`config.mk`:
```
export PLATFORM = sky130hd
export DESIGN_NAME = boundary_scan_tap
export DESIGN_NICKNAME = d
export VERILOG_FILES = /design/src/hdl/tap_pkg.sv /design/src/hdl/boundary_cell_chain.sv /design/src/hdl/boundary_scan_tap.sv
export SDC_FILE = /design/constraint.sdc
export NUM_CORES = 1
export LEC_CHECK = 0
export BUFFER_PORTS_ARGS = -buffer_cell sky130_fd_sc_hd__buf_2
export CAP_MARGIN = 20
export CORE_UTILIZATION = 35
export DETAILED_ROUTE_END_ITERATION = 7
export PLACE_DENSITY = 0.49
export SKIP_CTS_REPAIR_TIMING = 1
export SLEW_MARGIN = 10
export SYNTH_ARGS = -nofsm -noshare
export SYNTH_HDL_FRONTEND = slang
export SYNTH_SLANG_ARGS = --single-unit
```
`constraint.sdc`:
```
create_clock -name clk_sys_i -period 2.9 [get_ports clk_sys_i]
set_clock_uncertainty 0.1 [all_clocks]
set_input_delay 0.435 -clock clk_sys_i [delete_from_list [all_inputs] [get_ports clk_sys_i]]
set_output_delay 0.435 -clock clk_sys_i [all_outputs]
set_load 0.02 [all_outputs]
```
`src/hdl/tap_pkg.sv`:
```
// Shared constants and types of the boundary-scan test access port
package tap_pkg;

    // ************************************************************
    // Instruction register
    // ************************************************************
    localparam int IR_WIDTH = 6;
    localparam logic [5:0] INSN_EXTEST = 6'h00;
    localparam logic [5:0] INSN_SAMPLE_PRELOAD = 6'h01;
    localparam logic [5:0] INSN_IDCODE = 6'h02;
    localparam logic [5:0] INSN_AC_EXTEST = 6'h03;
    localparam logic [5:0] INSN_BYPASS = 6'h3f;
    // Fixed pattern loaded into the instruction shifter in Capture-IR
    localparam logic [5:0] IR_CAPTURE_VALUE = 6'h01;
    // Instruction held after Test-Logic-Reset
    localparam logic [5:0] IR_RESET_VALUE = 6'h02;

    // ************************************************************
    // Data registers
    // ************************************************************
    localparam int ID_WIDTH = 32;
    // Arbitrary identification value; bit 0 must stay set
    localparam logic [31:0] ID_CODE_DEFAULT = 32'h0000_0001;
    localparam logic BYPASS_CAPTURE_VALUE = 1'b0;
    localparam int OBSERVE_CELLS_DEFAULT = 16;
    localparam int CONTROL_CELLS_DEFAULT = 16;

    // ************************************************************
    // Controller states
    // ************************************************************
    typedef enum logic [3:0] {
        TEST_LOGIC_RESET,
        RUN_TEST_IDLE,
        SELECT_DR,
        CAPTURE_DR,
        SHIFT_DR,
        EXIT1_DR,
        PAUSE_DR,
        EXIT2_DR,
        UPDATE_DR,
        SELECT_IR,
        CAPTURE_IR,
        SHIFT_IR,
        EXIT1_IR,
        PAUSE_IR,
        EXIT2_IR,
        UPDATE_IR
    } tap_state_type;

endpackage

```
`src/hdl/boundary_cell_chain.sv`:
```
// Boundary-scan chain of observe cells (receive pins) and control cells (transmit pins)
`timescale 1ns/100ps
`default_nettype none
module boundary_cell_chain #(
    parameter int N_OBS = tap_pkg::OBSERVE_CELLS_DEFAULT,
    parameter int N_CTL = tap_pkg::CONTROL_CELLS_DEFAULT
) (
    input wire logic clk_sys_i,
    input wire logic srst_i,
    input wire logic capture_i,
    input wire logic shift_i,
    input wire logic update_i,
    input wire logic tdi_i,
    input wire logic extest_i,
    input wire logic ac_mode_i,
    input wire logic toggle_i,
    input wire logic [N_OBS-1:0] rx_pin_i,
    input wire logic [N_CTL-1:0] core_tx_i,
    output logic [N_CTL-1:0] tx_pin_o,
    output logic so_o
);

    localparam int LEN = N_OBS + N_CTL;

    typedef struct packed {
        logic [N_OBS-1:0] rx_m;
        logic [N_OBS-1:0] rx_s;
        logic [LEN-1:0] sr;
        logic [N_CTL-1:0] upd;
        logic [N_CTL-1:0] tx;
    } chain_state_type;

    chain_state_type s_q;
    chain_state_type s_d;

    always_comb
    begin
        s_d = s_q;
        s_d.rx_m = rx_pin_i;
        s_d.rx_s = s_q.rx_m;
        if (capture_i)
        begin
            s_d.sr = {core_tx_i, s_q.rx_s};
        end
        else if (shift_i)
        begin
            s_d.sr = {tdi_i, s_q.sr[LEN-1:1]};
        end
        if (update_i)
        begin
            s_d.upd = s_q.sr[LEN-1:N_OBS];
        end
        if (extest_i)
        begin
            s_d.tx = s_q.upd ^ {N_CTL{ac_mode_i & toggle_i}};
        end
        else
        begin
            s_d.tx = core_tx_i;
        end
    end

    always_ff @(posedge clk_sys_i)
    begin
        if (srst_i)
        begin
            s_q <= '0;
        end
        else
        begin
            s_q <= s_d;
        end
    end

    assign tx_pin_o = s_q.tx;
    assign so_o = s_q.sr[0];

endmodule
`default_nettype wire

```
`src/hdl/boundary_scan_tap.sv`:
```
// Boundary-scan test access port: controller, instruction and data registers
//
// Operation
// - Sixteen-state controller, six-bit instruction register
// - Low reset pin forces Test-Logic-Reset
// - Sample mode-select and data at clock rise
// - Serial output changes at clock fall
// - Output enabled only in shift states
// - Next state follows sampled mode-select
// - Five ones on mode-select reset
// - Serial input feeds selected register
// - Boundary chain for DC pins
// - AC test mode toggles transmit outputs
// - Readable identification register
// - Observe cells receive, control cells transmit
// - Instruction takes effect at Update-IR
// - Data registers parallel, one selected
`timescale 1ns/100ps
`default_nettype none
module boundary_scan_tap #(
    parameter int N_OBS = tap_pkg::OBSERVE_CELLS_DEFAULT,
    parameter int N_CTL = tap_pkg::CONTROL_CELLS_DEFAULT,
    parameter logic [31:0] ID_CODE = tap_pkg::ID_CODE_DEFAULT
) (
    input wire logic clk_sys_i,
    input wire logic srst_i,
    input wire logic tck_i,
    input wire logic tms_i,
    input wire logic tdi_i,
    input wire logic trst_n_i,
    output logic tdo_o,
    output logic tdo_oe_o,
    input wire logic [N_OBS-1:0] rx_pin_i,
    input wire logic [N_CTL-1:0] core_tx_i,
    output logic [N_CTL-1:0] tx_pin_o
);

    // ************************************************************
    // State
    // ************************************************************
    typedef struct packed {
        logic tck_m;
        logic tck_s;
        logic tck_p;
        logic tms_m;
        logic tms_s;
        logic tdi_m;
        logic tdi_s;
        logic trst_n_m;
        logic trst_n_s;
        tap_pkg::tap_state_type state;
        logic [tap_pkg::IR_WIDTH-1:0] ir_sr;
        logic [tap_pkg::IR_WIDTH-1:0] ir;
        logic bypass;
        logic [tap_pkg::ID_WIDTH-1:0] id_sr;
        logic tdo;
        logic tdo_oe;
        logic toggle;
    } tap_regs_type;

    tap_regs_type s_q;
    tap_regs_type s_d;

    logic tck_rise;
    logic tck_fall;
    logic sel_chain;
    logic sel_id;
    logic sel_bypass;
    logic extest_mode;
    logic ac_mode;
    logic chain_capture;
    logic chain_shift;
    logic chain_update;
    logic chain_so;
    logic dr_so;

    // ************************************************************
    // Controller transition graph
    // ************************************************************
    // standard state diagram
    function automatic tap_pkg::tap_state_type next_state(input tap_pkg::tap_state_type st, input logic tms);
        next_state = st;
        unique case (st)
            tap_pkg::TEST_LOGIC_RESET: next_state = tms ? tap_pkg::TEST_LOGIC_RESET : tap_pkg::RUN_TEST_IDLE;
            tap_pkg::RUN_TEST_IDLE: next_state = tms ? tap_pkg::SELECT_DR : tap_pkg::RUN_TEST_IDLE;
            tap_pkg::SELECT_DR: next_state = tms ? tap_pkg::SELECT_IR : tap_pkg::CAPTURE_DR;
            tap_pkg::CAPTURE_DR: next_state = tms ? tap_pkg::EXIT1_DR : tap_pkg::SHIFT_DR;
            tap_pkg::SHIFT_DR: next_state = tms ? tap_pkg::EXIT1_DR : tap_pkg::SHIFT_DR;
            tap_pkg::EXIT1_DR: next_state = tms ? tap_pkg::UPDATE_DR : tap_pkg::PAUSE_DR;
            tap_pkg::PAUSE_DR: next_state = tms ? tap_pkg::EXIT2_DR : tap_pkg::PAUSE_DR;
            tap_pkg::EXIT2_DR: next_state = tms ? tap_pkg::UPDATE_DR : tap_pkg::SHIFT_DR;
            tap_pkg::UPDATE_DR: next_state = tms ? tap_pkg::SELECT_DR : tap_pkg::RUN_TEST_IDLE;
            tap_pkg::SELECT_IR: next_state = tms ? tap_pkg::TEST_LOGIC_RESET : tap_pkg::CAPTURE_IR;
            tap_pkg::CAPTURE_IR: next_state = tms ? tap_pkg::EXIT1_IR : tap_pkg::SHIFT_IR;
            tap_pkg::SHIFT_IR: next_state = tms ? tap_pkg::EXIT1_IR : tap_pkg::SHIFT_IR;
            tap_pkg::EXIT1_IR: next_state = tms ? tap_pkg::UPDATE_IR : tap_pkg::PAUSE_IR;
            tap_pkg::PAUSE_IR: next_state = tms ? tap_pkg::EXIT2_IR : tap_pkg::PAUSE_IR;
            tap_pkg::EXIT2_IR: next_state = tms ? tap_pkg::UPDATE_IR : tap_pkg::SHIFT_IR;
            tap_pkg::UPDATE_IR: next_state = tms ? tap_pkg::SELECT_DR : tap_pkg::RUN_TEST_IDLE;
        endcase
    endfunction

    // ************************************************************
    // Edge detection and register selection
    // ************************************************************
    // sample on rising edge
    assign tck_rise = s_q.tck_s & ~s_q.tck_p;
    assign tck_fall = ~s_q.tck_s & s_q.tck_p;

    always_comb
    begin
        sel_chain = 1'b0;
        sel_id = 1'b0;
        extest_mode = 1'b0;
        ac_mode = 1'b0;
        unique case (s_q.ir)
            tap_pkg::INSN_EXTEST:
            begin
                sel_chain = 1'b1;
                extest_mode = 1'b1;
            end
            tap_pkg::INSN_AC_EXTEST:
            begin
                sel_chain = 1'b1;
                extest_mode = 1'b1;
                ac_mode = 1'b1;
            end
            tap_pkg::INSN_SAMPLE_PRELOAD: sel_chain = 1'b1;
            tap_pkg::INSN_IDCODE: sel_id = 1'b1;
            default: sel_chain = 1'b0;
        endcase
    end

    assign sel_bypass = ~sel_chain & ~sel_id;

    assign chain_capture = tck_rise & sel_chain & (s_q.state == tap_pkg::CAPTURE_DR);
    assign chain_shift = tck_rise & sel_chain & (s_q.state == tap_pkg::SHIFT_DR);
    assign chain_update = tck_fall & sel_chain & (s_q.state == tap_pkg::UPDATE_DR);

    assign dr_so = sel_chain ? chain_so : (sel_id ? s_q.id_sr[0] : s_q.bypass);

    // ************************************************************
    // Next-state logic
    // ************************************************************
    always_comb
    begin
        s_d = s_q;
        s_d.tck_m = tck_i;
        s_d.tck_s = s_q.tck_m;
        s_d.tck_p = s_q.tck_s;
        s_d.tms_m = tms_i;
        s_d.tms_s = s_q.tms_m;
        s_d.tdi_m = tdi_i;
        s_d.tdi_s = s_q.tdi_m;
        s_d.trst_n_m = trst_n_i;
        s_d.trst_n_s = s_q.trst_n_m;

        if (tck_rise)
        begin
            if (s_q.state == tap_pkg::CAPTURE_IR)
            begin
                s_d.ir_sr = tap_pkg::IR_CAPTURE_VALUE;
            end
            else if (s_q.state == tap_pkg::SHIFT_IR)
            begin
                s_d.ir_sr = {s_q.tdi_s, s_q.ir_sr[tap_pkg::IR_WIDTH-1:1]};
            end
            if (sel_bypass && s_q.state == tap_pkg::CAPTURE_DR)
            begin
                s_d.bypass = tap_pkg::BYPASS_CAPTURE_VALUE;
            end
            else if (sel_bypass && s_q.state == tap_pkg::SHIFT_DR)
            begin
                s_d.bypass = s_q.tdi_s;
            end
            if (sel_id && s_q.state == tap_pkg::CAPTURE_DR)
            begin
                s_d.id_sr = ID_CODE;
            end
            else if (sel_id && s_q.state == tap_pkg::SHIFT_DR)
            begin
                s_d.id_sr = {s_q.tdi_s, s_q.id_sr[tap_pkg::ID_WIDTH-1:1]};
            end
            s_d.state = next_state(s_q.state, s_q.tms_s);
        end

        if (tck_fall)
        begin
            if (s_q.state == tap_pkg::UPDATE_IR)
            begin
                s_d.ir = s_q.ir_sr;
            end
            s_d.tdo_oe = (s_q.state == tap_pkg::SHIFT_DR) || (s_q.state == tap_pkg::SHIFT_IR);
            s_d.tdo = (s_q.state == tap_pkg::SHIFT_IR) ? s_q.ir_sr[0] : dr_so;
            if (ac_mode && s_q.state == tap_pkg::RUN_TEST_IDLE)
            begin
                s_d.toggle = ~s_q.toggle;
            end
        end

        if (s_q.state == tap_pkg::TEST_LOGIC_RESET)
        begin
            s_d.ir = tap_pkg::IR_RESET_VALUE;
            s_d.toggle = 1'b0;
        end

        if (!s_q.trst_n_s)
        begin
            s_d.state = tap_pkg::TEST_LOGIC_RESET;
            s_d.ir = tap_pkg::IR_RESET_VALUE;
            s_d.tdo_oe = 1'b0;
            s_d.toggle = 1'b0;
        end
    end

    always_ff @(posedge clk_sys_i)
    begin
        if (srst_i)
        begin
            s_q <= '0;
            s_q.trst_n_m <= 1'b1;
            s_q.trst_n_s <= 1'b1;
            s_q.state <= tap_pkg::TEST_LOGIC_RESET;
            s_q.ir <= tap_pkg::IR_RESET_VALUE;
        end
        else
        begin
            s_q <= s_d;
        end
    end

    // ************************************************************
    // Boundary chain
    // ************************************************************
    boundary_cell_chain #(
        .N_OBS(N_OBS),
        .N_CTL(N_CTL)
    ) u_chain (
        .clk_sys_i(clk_sys_i),
        .srst_i(srst_i),
        .capture_i(chain_capture),
        .shift_i(chain_shift),
        .update_i(chain_update),
        .tdi_i(s_q.tdi_s),
        .extest_i(extest_mode),
        .ac_mode_i(ac_mode),
        .toggle_i(s_q.toggle),
        .rx_pin_i(rx_pin_i),
        .core_tx_i(core_tx_i),
        .tx_pin_o(tx_pin_o),
        .so_o(chain_so)
    );

    assign tdo_o = s_q.tdo;
    assign tdo_oe_o = s_q.tdo_oe;

endmodule
`default_nettype wire

```
==> summary.md, run 1 <==
| Metric | Value |
|---|---|
| Area after DPL | between 0.006 and 0.007 mm^2 |
| Vias | ~4300 |
| Num CTS Buffers | 17 |
| CP Max Fanout | 20 |
| Vias per cell | 4.880 |
| ANT nets after route | 0 |
| CP startpoint kind | flip-flop |
| Cell area after layout | 0.007058 mm^2 |
| Worst Hold Depth | 2 |
| Period minus WS final | about 2.4 ns |
| Effective utilization at floorplan | 0.3571 |
| Setup-failing EPs final | 0 |
| Syn_area_per_cell | approximately 10 um^2 |
| Slew @ Worst Pin | 0.6472 ns |
| Initial antenna violation count | 0 |
| Die area | 0.01812 mm^2 |
| Netlist cell types | 50 |
| Hold path endpoint | s_d[52] |
| CTS tree | yes |
| Reg2reg path depth | 5 |
| Unrepaired setup endpoints after global routing | false |
| Clk buf depth | 2 |
| Most frequent cells in the layout | dfxtp_1, buf_2, mux2i_1 |
| Critical path class | flip-flop to flip-flop |
| Pre-antenna DRT Iters | 4 |
| Synth Net Count | 651 |
| Sequential-to-total area share from yosys stat | 0.5106 |
| Setup TNS | 0 ns |
| Worst Path Required | 3.14 ns |
| Max-capacitance violation count | 0 |
| Total Nets Final | approximately 680 |
| Utilization after layout | 0.4095 |
| RR Startpoint | s_q[49] |
| Power Density | 634.4 mW/mm^2 |
| Hpwl dp | approximately 7700 um |
| # IOs | 56 |
| First-pass GRT wire length | 20120 um |
| Die width | 134.6 um |
| Sw Ratio | 0.2169 |
| # DRC | 0 |
| Max-slew violations | 0 |
| FF-to-FF setup slack | 0.50 ns |
| Port Buf Inserts | 55 |
| CTS H-Tree Depth | 4 |
| Cell area after synthesis | 0.006156 mm^2 |
| Cell Int Power | 3506 uW |
| WL final | 11950 um |
| Clock share of power | 0.469 |
| Crit. End Element | flip-flop |
| Worst min path class | input pin to flip-flop |
| Standard-cell rows | 48 |
| Comb power frac | 0.037 |
| Largest net degree at the start of global routing | 66 |
| Routed len/inst | between 10 and 15 um |
| Overall Global Routing Usage | 0.1411 |
| Peak supply drop | 404.0 uV |
| GRT overflow | 0 |
| Hold Crit Start | trst_n_i |
| Hold Vio Cnt, Final | 0 |
| Placeable Area | 0.01724 mm^2 |
| Fmax | 0.4175 GHz |
| Final Cycle Share | 0.8259 |
| Clock slew at reported path FFs | 0.06 ns |
| Most common cell after layout, fill and taps aside | dfxtp_1 |
| Leakage Power | 0.002555 uW |
| Worst hold slack | between 0.09 and 0.1 ns |
| Fraction of layout cells with a size suffix above 1 | 0.1889 |
| Place WS | 0.5326 ns |
| ANT cells | 0 |
| NetSw | 971.2 uW |
| First DRT Iteration DRCs | 204 |
| Sink Count | 157 |
| Clock Latency Late Sink | 0.42 ns |
| YS warnings | 0 |
| Asr flop ratio synth | 0 |
| Mapped Cells | around 610 |
| #FFs+latches synth | between 150 and 200 |
| Number of global-route vias before repair | 4112 |
| Final Wtd Congestion | ~0.74 |
| Final Worst Setup Slack | 0.5049 ns |
| Die Height | 134.6 um |
| Status | finished clean |
| Capture point of the worst reg-to-reg path | u_chain.s_q[50] |
| CTS root buffer | clkbuf_16 |
| Slew margin rel. | 0.5685 |
| CP arrival | roughly 2.6 ns |
| EDFF count, synth | 0 |
| Reg power frac | 0.495 |
| Ys flop type | dfxtp_1 |
| Area grow syn2layout | 14.65% |
## routing by layer
layer	share of wire	vias to the layer above	global-route usage
li1	-	2174	-
met1	0.49	2020	0.1759
met2	0.47	71	0.2277
met3	0.032	10	0.04167
met4	0.0087	0	0.05680
met5	0	-	0
## through the flow
| step | instances | power (uW) |
|---|---|---|
| floorplan | 613 | 2380 |
| detailed placement | 846 | 2431 |
| CTS | 876 | 4552 |
| global route | 876 | 4665 |
| finish | 876 | 4478 |
| global placement | 846 | 2427 |
## cell usage after synthesis (all sizes together) (2+ instances only)
master   instances  area, um^2
a211o            2       18.77
a211oi          20       200.2
a21oi           41       205.2
a22oi            4       30.03
a31oi            2       12.51
and2             3       18.77
buf             38       257.8
clkbuf          22       82.58
dfxtp          157        3143
inv              2       7.510
mux2i           51       510.5
nand2           40       150.1
nand2b           6       37.54
nand3           31       167.7
nand4            3       33.78
nor2            46       175.2
nor2b           49       306.5
nor3             8       56.31
nor3b            7       52.55
o2111a           2       23.77
o21ai           10       50.05
o2bb2ai         32       280.3
or2              4       25.02
xnor2            2       17.52
xor2            17       148.9
## cell type report
type / count / area (um^2)
timing repair buffer: 68 / 387.9
sequential: 157 / 3143
clock buffer: 21 / 470.5
fill: 1701 / 10180
clock inverter: 9 / 88.84
tap: 225 / 281.5
multi-input combinational: 394 / 2679
inverter: 2 / 7.507
## worst max-delay path by stage
stage	startpoint	endpoint	cells after the start
2_1_floorplan	s_q[41]	u_chain.tx_pin_o[10]	5
3_3_place_gp	s_q[49]	u_chain.s_q[51]	5
3_5_place_dp	s_q[49]	u_chain.s_q[50]	5
4_1_cts	s_q[49]	u_chain.s_q[50]	5
5_1_grt	s_q[49]	u_chain.s_q[50]	5
6_report	s_q[49]	u_chain.s_q[50]	5
## power by group through the flow
stage | clock [uW] | combinational, uW | sequential, uW
floorplan | 0 | 125 | 2250
global placement | 0 | 164 | 2260
detailed placement | 0 | 167 | 2260
CTS | 2170 | 168 | 2220
global route | 2260 | 182 | 2220
finish | 2100 | 164 | 2220
## cell families after synthesis
| kind of cell | count (synthesis) | share of synthesized area |
|---|---|---|
| simple gates | 204 | 0.1803 |
| flops | 157 | 0.5106 |
| compound gates | 120 | 0.1427 |
| buf+inv | 62 | 0.05651 |
| mux | 51 | 0.08293 |
| xor+xnor | 19 | 0.02703 |
## sequential cells by signal, indices dropped and copies added (netlist names)
| signal | count |
|---|---|
| tdo_oe_o | 1 |
| u_chain.s_q | 63 |
| u_chain.so_o | 1 |
| u_chain.s_d | 16 |
| u_chain.tx_pin_o | 16 |
| s_q | 54 |
| s_d | 5 |
| tdo_o | 1 |
## critical path: stages, from the launching register on
cell and delay (ns):
dfxtp_1 0.72, nor3b_1 0.22, o2111a_1 0.34, nor2_2 0.43, buf_4 0.35, o2bb2ai_1 0.16
(Power assumes the default switching activity.)
==> run 2: changes to the inputs <==
==> constraint.sdc (replaced) <==
create_clock -name clk_sys_i -period 2.5 [get_ports clk_sys_i]
set_clock_uncertainty 0.1 [all_clocks]
set_input_delay 0.375 -clock clk_sys_i [delete_from_list [all_inputs] [get_ports clk_sys_i]]
set_output_delay 0.375 -clock clk_sys_i [all_outputs]
set_load 0.02 [all_outputs]
==> run 2 against run 1 <==
Maximum frequency rose by 14%. First-iteration DRC count rose by 1.5%. Non-clock buffer count rose by 8. Register-to-register slack got worse by 0.10 ns. Combinational power rose by 23%. Global-route usage barely moved. Critical path type unchanged.
==> summary.md, run 2 (synthesis results as in run 1) <==
| Metric | Value |
|---|---|
| WP buf/inv | 1 (unchanged) |
| Fillers | 1671 (-1.8%) |
| Place WS | 0.3791 ns (-0.1534 ns) |
| Overall Global Routing Usage | 0.1410 (about the same) |
| Sink Count | 157 (unchanged) |
| Port Buf Inserts | 55 (unchanged) |
| Most frequent cells in the layout | dfxtp_1, buf_2, mux2i_1 |
| Max reg flops | 63 (unchanged) |
| Period minus WS final | 2.096 ns (-0.2991 ns) |
| Reg2reg path depth | 5 (unchanged) |
| CTS tree | yes |
| Largest regs | u_chain.s_q: 63 flops, s_q: 54 flops |
| CP cell instances | and3b_1, o2111a_1, nor2_2, buf_4, o2bb2ai_1 |
| ANT nets after route | 0 (unchanged) |
| First-pass GRT wire length | 20140 um (+0.10%) |
| Largest net degree at the start of global routing | 54 (-18%) |
| Routed length on met1 | 5831 um (about the same) |
| Max-slew violations | 0 (unchanged) |
| Final Cycle Share | 0.8384 (+0.01250) |
| CTS H-Tree Depth | 4 (unchanged) |
| Cell Int Power | 4448 uW (+27%) |
| Top Layer Used | met4 |
| WL final | 12250 um (+2.6%) |
| Placeable Area | 0.01724 mm^2 (unchanged) |
| Initial antenna violation count | 0 (unchanged) |
| FF-to-FF setup slack | 0.40 ns (-0.10 ns) |
| Status | finished clean |
| CTS root buffer | clkbuf_16 |
| Routed len/inst | 13.85 um (+1.5%) |
| Slew @ Worst Pin | 0.8125 ns (+0.1653 ns) |
| Reg power frac | 0.460 (-0.035) |
| Hold Vio Cnt, Final | 0 (unchanged) |
| Pre-antenna DRT Iters | 4 (unchanged) |
| Vias | 4324 (+1.1%) |
| Worst min path class | input pin to flip-flop |
| Final Wtd Congestion | 0.7802 (+5.2%) |
| Die width | 134.6 um (unchanged) |
| Top delay family on crit path | simple AND/OR/NAND/NOR gates |
| Crit. End Element | flip-flop |
| Power Density | 772.5 mW/mm^2 (+22%) |
| Setup TNS | 0 ns (unchanged) |
| Clk buf depth | 2 (unchanged) |
| Worst Hold Depth | 2 (unchanged) |
| Clock share of power | 0.504 (+0.035) |
| Critical path class | flip-flop to flip-flop |
| Slew margin rel. | 0.4577 (-0.1108) |
| Number of global-route vias before repair | 4031 (-2.0%) |
| Clock slew at reported path FFs | 0.06 ns (about the same) |
| Slowest stage delay, CP | 0.63 ns (-0.09 ns) |
| Die Height | 134.6 um (unchanged) |
| Fmax | 0.4771 GHz (+14%) |
| Effective utilization at floorplan | 0.3571 (unchanged) |
| # IOs | 56 (unchanged) |
| ANT cells | 0 (unchanged) |
| NetSw | 1127 uW (+16%) |
| CP arrival | 2.34 ns (-0.29 ns) |
| Final Worst Setup Slack | 0.4040 ns (-0.1009 ns) |
| Leakage Power | 0.002639 uW (+3.3%) |
| CP Max Fanout | 18 (-10%) |
| Area grow syn2layout | 17.24% |
| Standard-cell rows | 48 (unchanged) |
| Die area | 0.01812 mm^2 (unchanged) |
| Total Nets Final | 686 (+1.2%) |
| Sw Ratio | 0.2022 (-0.01472) |
| Hpwl dp | 8041 um (+4.0%) |
| Peak supply drop | 470.9 uV (+17%) |
| Fraction of layout cells with a size suffix above 1 | 0.2000 (+0.01106) |
| RR Startpoint | s_q[50] |
| Max-capacitance violation count | 0 (unchanged) |
| CP startpoint kind | flip-flop |
| Vias per cell | 4.886 (+0.12%) |
| Clock Latency Late Sink | 0.41 ns (about the same) |
| DR WL met2 | 5750 um (+2.2%) |
| Critical-path top delay cell | nor2_2 |
| Worst Path Required | 2.74 ns (-0.40 ns) |
| Most flop-heavy register | u_chain.s_q |
| Met3 WL | 533 um (+41%) |
| First DRT Iteration DRCs | 207 (+1.5%) |
| Hold Crit Start | trst_n_i |
| Most common cell after layout, fill and taps aside | dfxtp_1 |
| Hold path endpoint | s_d[52] |
| # DRC | 0 (unchanged) |
| Unrepaired setup endpoints after global routing | false |
| Comb power frac | 0.036 (about the same) |
| GRT overflow | 0 (unchanged) |
| Capture point of the worst reg-to-reg path | u_chain.s_q[52] |
| Worst hold slack | 0.05324 ns (-0.04276 ns) |
| Setup-failing EPs final | 0 (unchanged) |
| Num CTS Buffers | 17 (unchanged) |
-- run 2: cell types whose count changed in the layout (fill, tap and decap cells not counted) --
| cell | delta |
|---|---|
| inv_8 | -1 |
| buf_4 | +7 |
| inv_6 | +1 |
| clkbuf_8 | -1 |
| buf_12 | +1 |
| bufinv_16 | +4 |
| clkinv_4 | -2 |
-- run 2: cell type report --
class                           instances  area, um^2  area share
Multi-Input combinational cell        394        2679      0.3712
Clock buffer                           20       456.7     0.06328
Inverter                                2       7.507    0.001040
Timing Repair Buffer                   76       460.4     0.06380
Sequential cell                       157        3143      0.4355
Clock inverter                         11       188.9     0.02618
Tap cell                              225       281.5     0.03901
-- run 2: worst max path at each step --
stage             from  slack, ns  depth (start not counted)                    to
3_3_place_gp   s_q[41]       0.42                          5  u_chain.tx_pin_o[15]
4_1_cts        s_q[48]       0.36                          5       u_chain.s_q[52]
6_report       s_q[50]       0.40                          5       u_chain.s_q[52]
5_1_grt        s_q[48]       0.24                          5       u_chain.s_q[60]
3_5_place_dp   s_q[50]       0.38                          5       u_chain.s_q[52]
2_1_floorplan  s_q[41]       0.75                          5  u_chain.tx_pin_o[10]
-- run 2: power groups by stage --
stage | combinational, uW | clock, uW | sequential, uW
2_1_floorplan | 145 | 0 | 2620
3_3_place_gp | 201 | 0 | 2620
3_5_place_dp | 205 | 0 | 2620
4_1_cts | 205 | 2870 | 2570
5_1_grt | 221 | 2990 | 2570
6_report | 201 | 2810 | 2570
-- run 2: routing by layer --
metal  global-route usage  vias to the layer above
met4              0.04806                        0
met5                    0                        -
met1               0.1773                     2054
met3              0.04167                       10
met2               0.2297                       73
li1                     -                     2187
-- run 2: per-stage QoR --
step             util  total power, uW  instance area [um^2]  instances
2_1_floorplan       -             2761                  6156        613
5_1_grt        0.4187             5779                  7217        885
3_3_place_gp   0.3812             2822                  6571        854
6_report       0.4187             5575                  7217        885
3_5_place_dp   0.3812             2826                  6571        854
4_1_cts        0.4187             5642                  7217        885
==> run 3: changes to the inputs <==
--- a/config.mk
+++ b/config.mk
@@ -9,7 +9,7 @@
 export CAP_MARGIN = 20
 export CORE_UTILIZATION = 35
 export DETAILED_ROUTE_END_ITERATION = 7
-export PLACE_DENSITY = 0.49
+export PLACE_DENSITY = 0.51
 export SKIP_CTS_REPAIR_TIMING = 1
 export SLEW_MARGIN = 10
 export SYNTH_ARGS = -nofsm -noshare
==> constraint.sdc (replaced) <==
create_clock -name clk_sys_i -period 1.8 [get_ports clk_sys_i]
set_clock_uncertainty 0.1 [all_clocks]
set_input_delay 0.27 -clock clk_sys_i [delete_from_list [all_inputs] [get_ports clk_sys_i]]
set_output_delay 0.27 -clock clk_sys_i [all_outputs]
set_load 0.02 [all_outputs]
==> run 3 against run 2 <==
Die area stayed put. Setup slack got worse by 0.35 ns. First-iteration DRC count up 35%. Clock-buffer cell count unchanged. Critical path depth did not move. Worst hold slack got worse by 0.014 ns. Utilization is 2.5 points higher. Non-clock buffer count is 34 higher.
==> summary.md, run 3 (synthesis results as in run 1) <==
| Metric | Value |
|---|---|
| Worst hold slack | 0.03941 ns (-0.01383 ns) |
| Most common cell after layout, fill and taps aside | dfxtp_1 |
| CP arrival | 1.93 ns (-0.41 ns) |
| Area grow syn2layout | 24.11% |
| Cell Int Power | 5964 uW (+34%) |
| Slew margin rel. | 0.6320 (+0.1743) |
| Die area | 0.01812 mm^2 (unchanged) |
| RR Startpoint | s_q[41] |
| Sink Count | 157 (unchanged) |
| Max-capacitance violation count | 0 (unchanged) |
| CTS tree | yes |
| Clock slew at reported path FFs | 0.06 ns (about the same) |
| Fraction of layout cells with a size suffix above 1 | 0.2233 (+0.02334) |
| # DRC | 0 (unchanged) |
| Clk buf depth | 2 (unchanged) |
| Hold Vio Cnt, Final | 0 (unchanged) |
| Area after DPL | 0.006726 mm^2 (+2.4%) |
| Status | finished clean |
| Power Density | 986.4 mW/mm^2 (+28%) |
| Reg2reg path depth | 5 (unchanged) |
| Routed len/inst | 13.65 um (-1.4%) |
| Max reg flops | 63 (unchanged) |
| Total Nets Final | 720 (+5.0%) |
| Largest regs | u_chain.s_q: 63 flops, s_q: 54 flops |
| Effective utilization at floorplan | 0.3571 (unchanged) |
| First DRT Iteration DRCs | 279 (+35%) |
| Capture point of the worst reg-to-reg path | u_chain.tx_pin_o[13] |
| Setup TNS | 0 ns (unchanged) |
| Setup-failing EPs final | 0 (unchanged) |
| Most frequent cells in the layout | dfxtp_1, buf_2, mux2i_1 |
| Critical path class | flip-flop to flip-flop |
| Final Worst Setup Slack | 0.05122 ns (-0.3528 ns) |
| First-pass GRT wire length | 20530 um (+2.0%) |
| Vias | 4426 (+2.4%) |
| Max-slew violations | 0 (unchanged) |
| Crit. End Element | flip-flop |
| Worst Path Required | 1.98 ns (-0.76 ns) |
| Number of global-route vias before repair | 4202 (+4.2%) |
| Overall Global Routing Usage | 0.1438 (+0.002853) |
| Worst min path class | input pin to flip-flop |
| Peak supply drop | 624.8 uV (+33%) |
| CP Max Fanout | 8 (-10) |
| CTS H-Tree Depth | 4 (unchanged) |
| Period minus WS final | 1.749 ns (-0.3472 ns) |
| Cell area after layout | 0.007640 mm^2 (+5.9%) |
| NetSw | 1572 uW (+39%) |
| Final Cycle Share | 0.9715 (+0.1332) |
| Hold Crit Start | core_tx_i[10] |
| Clock Latency Late Sink | 0.42 ns (about the same) |
| Most flop-heavy register | u_chain.s_q |
| FF-to-FF setup slack | 0.05 ns (-0.35 ns) |
| Slew @ Worst Pin | 0.5520 ns (-0.2606 ns) |
| Sw Ratio | 0.2086 (+0.006432) |
| Reg power frac | 0.473 (+0.013) |
| Largest net degree at the start of global routing | 60 (+11%) |
| CTS root buffer | clkbuf_16 |
| Die width | 134.6 um (unchanged) |
| Port Buf Inserts | 55 (unchanged) |
| # IOs | 56 (unchanged) |
| GRT overflow | 0 (unchanged) |
| ANT cells | 0 (unchanged) |
| Final Wtd Congestion | 0.7599 (-2.6%) |
| Place WS | 0.002001 ns (-0.3771 ns) |
| Die Height | 134.6 um (unchanged) |
| Standard-cell rows | 48 (unchanged) |
| Vias per cell | 4.816 (-1.4%) |
| Unrepaired setup endpoints after global routing | true |
| Num CTS Buffers | 17 (unchanged) |
| WL final | 12540 um (+2.4%) |
| Comb power frac | 0.043 (+0.007) |
| Clock share of power | 0.484 (-0.020) |
| Hold path endpoint | u_chain.s_q[58] |
| CP startpoint kind | flip-flop |
| Pre-antenna DRT Iters | 4 (unchanged) |
| Placeable Area | 0.01724 mm^2 (unchanged) |
| ANT nets after route | 0 (unchanged) |
| Fmax | 0.5718 GHz (+20%) |
| Hpwl dp | 7719 um (-4.0%) |
| Initial antenna violation count | 0 (unchanged) |
| Worst Hold Depth | 3 (+1) |
| Leakage Power | 0.002823 uW (+7.0%) |
[run 3: power groups by stage]
stage / Sequential (uW) / Clock (uW) / Combinational, uW
after CTS: 3570 / 3760 / 293
after global placement: 3640 / 0 / 289
after global routing: 3570 / 3910 / 358
after floorplan: 3630 / 0 / 202
final: 3570 / 3650 / 324
after detailed placement: 3640 / 0 / 292
[run 3: worst max path at each step]
stage / start / endpoint / cells after the start
floorplan: s_q[41] / u_chain.tx_pin_o[10] / 5
global placement: s_q[41] / u_chain.tx_pin_o[15] / 5
detailed placement: s_q[41] / u_chain.tx_pin_o[2] / 5
CTS: s_q[41] / u_chain.tx_pin_o[2] / 5
global route: s_q[41] / u_chain.tx_pin_o[2] / 5
finish: s_q[41] / u_chain.tx_pin_o[13] / 5
[run 3: worst max-delay path: stages, from the launching register on]
cell	delay (ns)
dfxtp_2	0.33
or4_4	0.55
nor3_4	0.24
buf_6	0.15
clkbuf_16	0.16
a211oi_2	0.07
[run 3: area by class of cell]
type                       instances  area (um^2)
clock buffer                      20        466.7
clock inverter                    11        141.4
fill                            1663         9597
inverter                           2        7.507
multi-input combinational        394         2696
sequential                       157         3147
tap                              225        281.5
timing repair buffer             110        899.6
[run 3: per-stage QoR]
stage,utilization,instances,power [uW]
finish,0.4432,919,7536
floorplan,-,613,3834
CTS,0.4255,894,7619
global placement,0.3902,863,3931
global route,0.4432,919,7837
detailed placement,0.3902,863,3935
[run 3: routing by layer]
layer | GRT usage | vias to the layer above | wire length (um) | part of all wire
met5 | 0 | - | 0 | 0
met2 | 0.2262 | 62 | 5706 | 0.45
met4 | 0.05805 | 0 | 161 | 0.013
met1 | 0.1857 | 2098 | 6258 | 0.50
met3 | 0.03979 | 13 | 416 | 0.033
li1 | - | 2253 | - | -
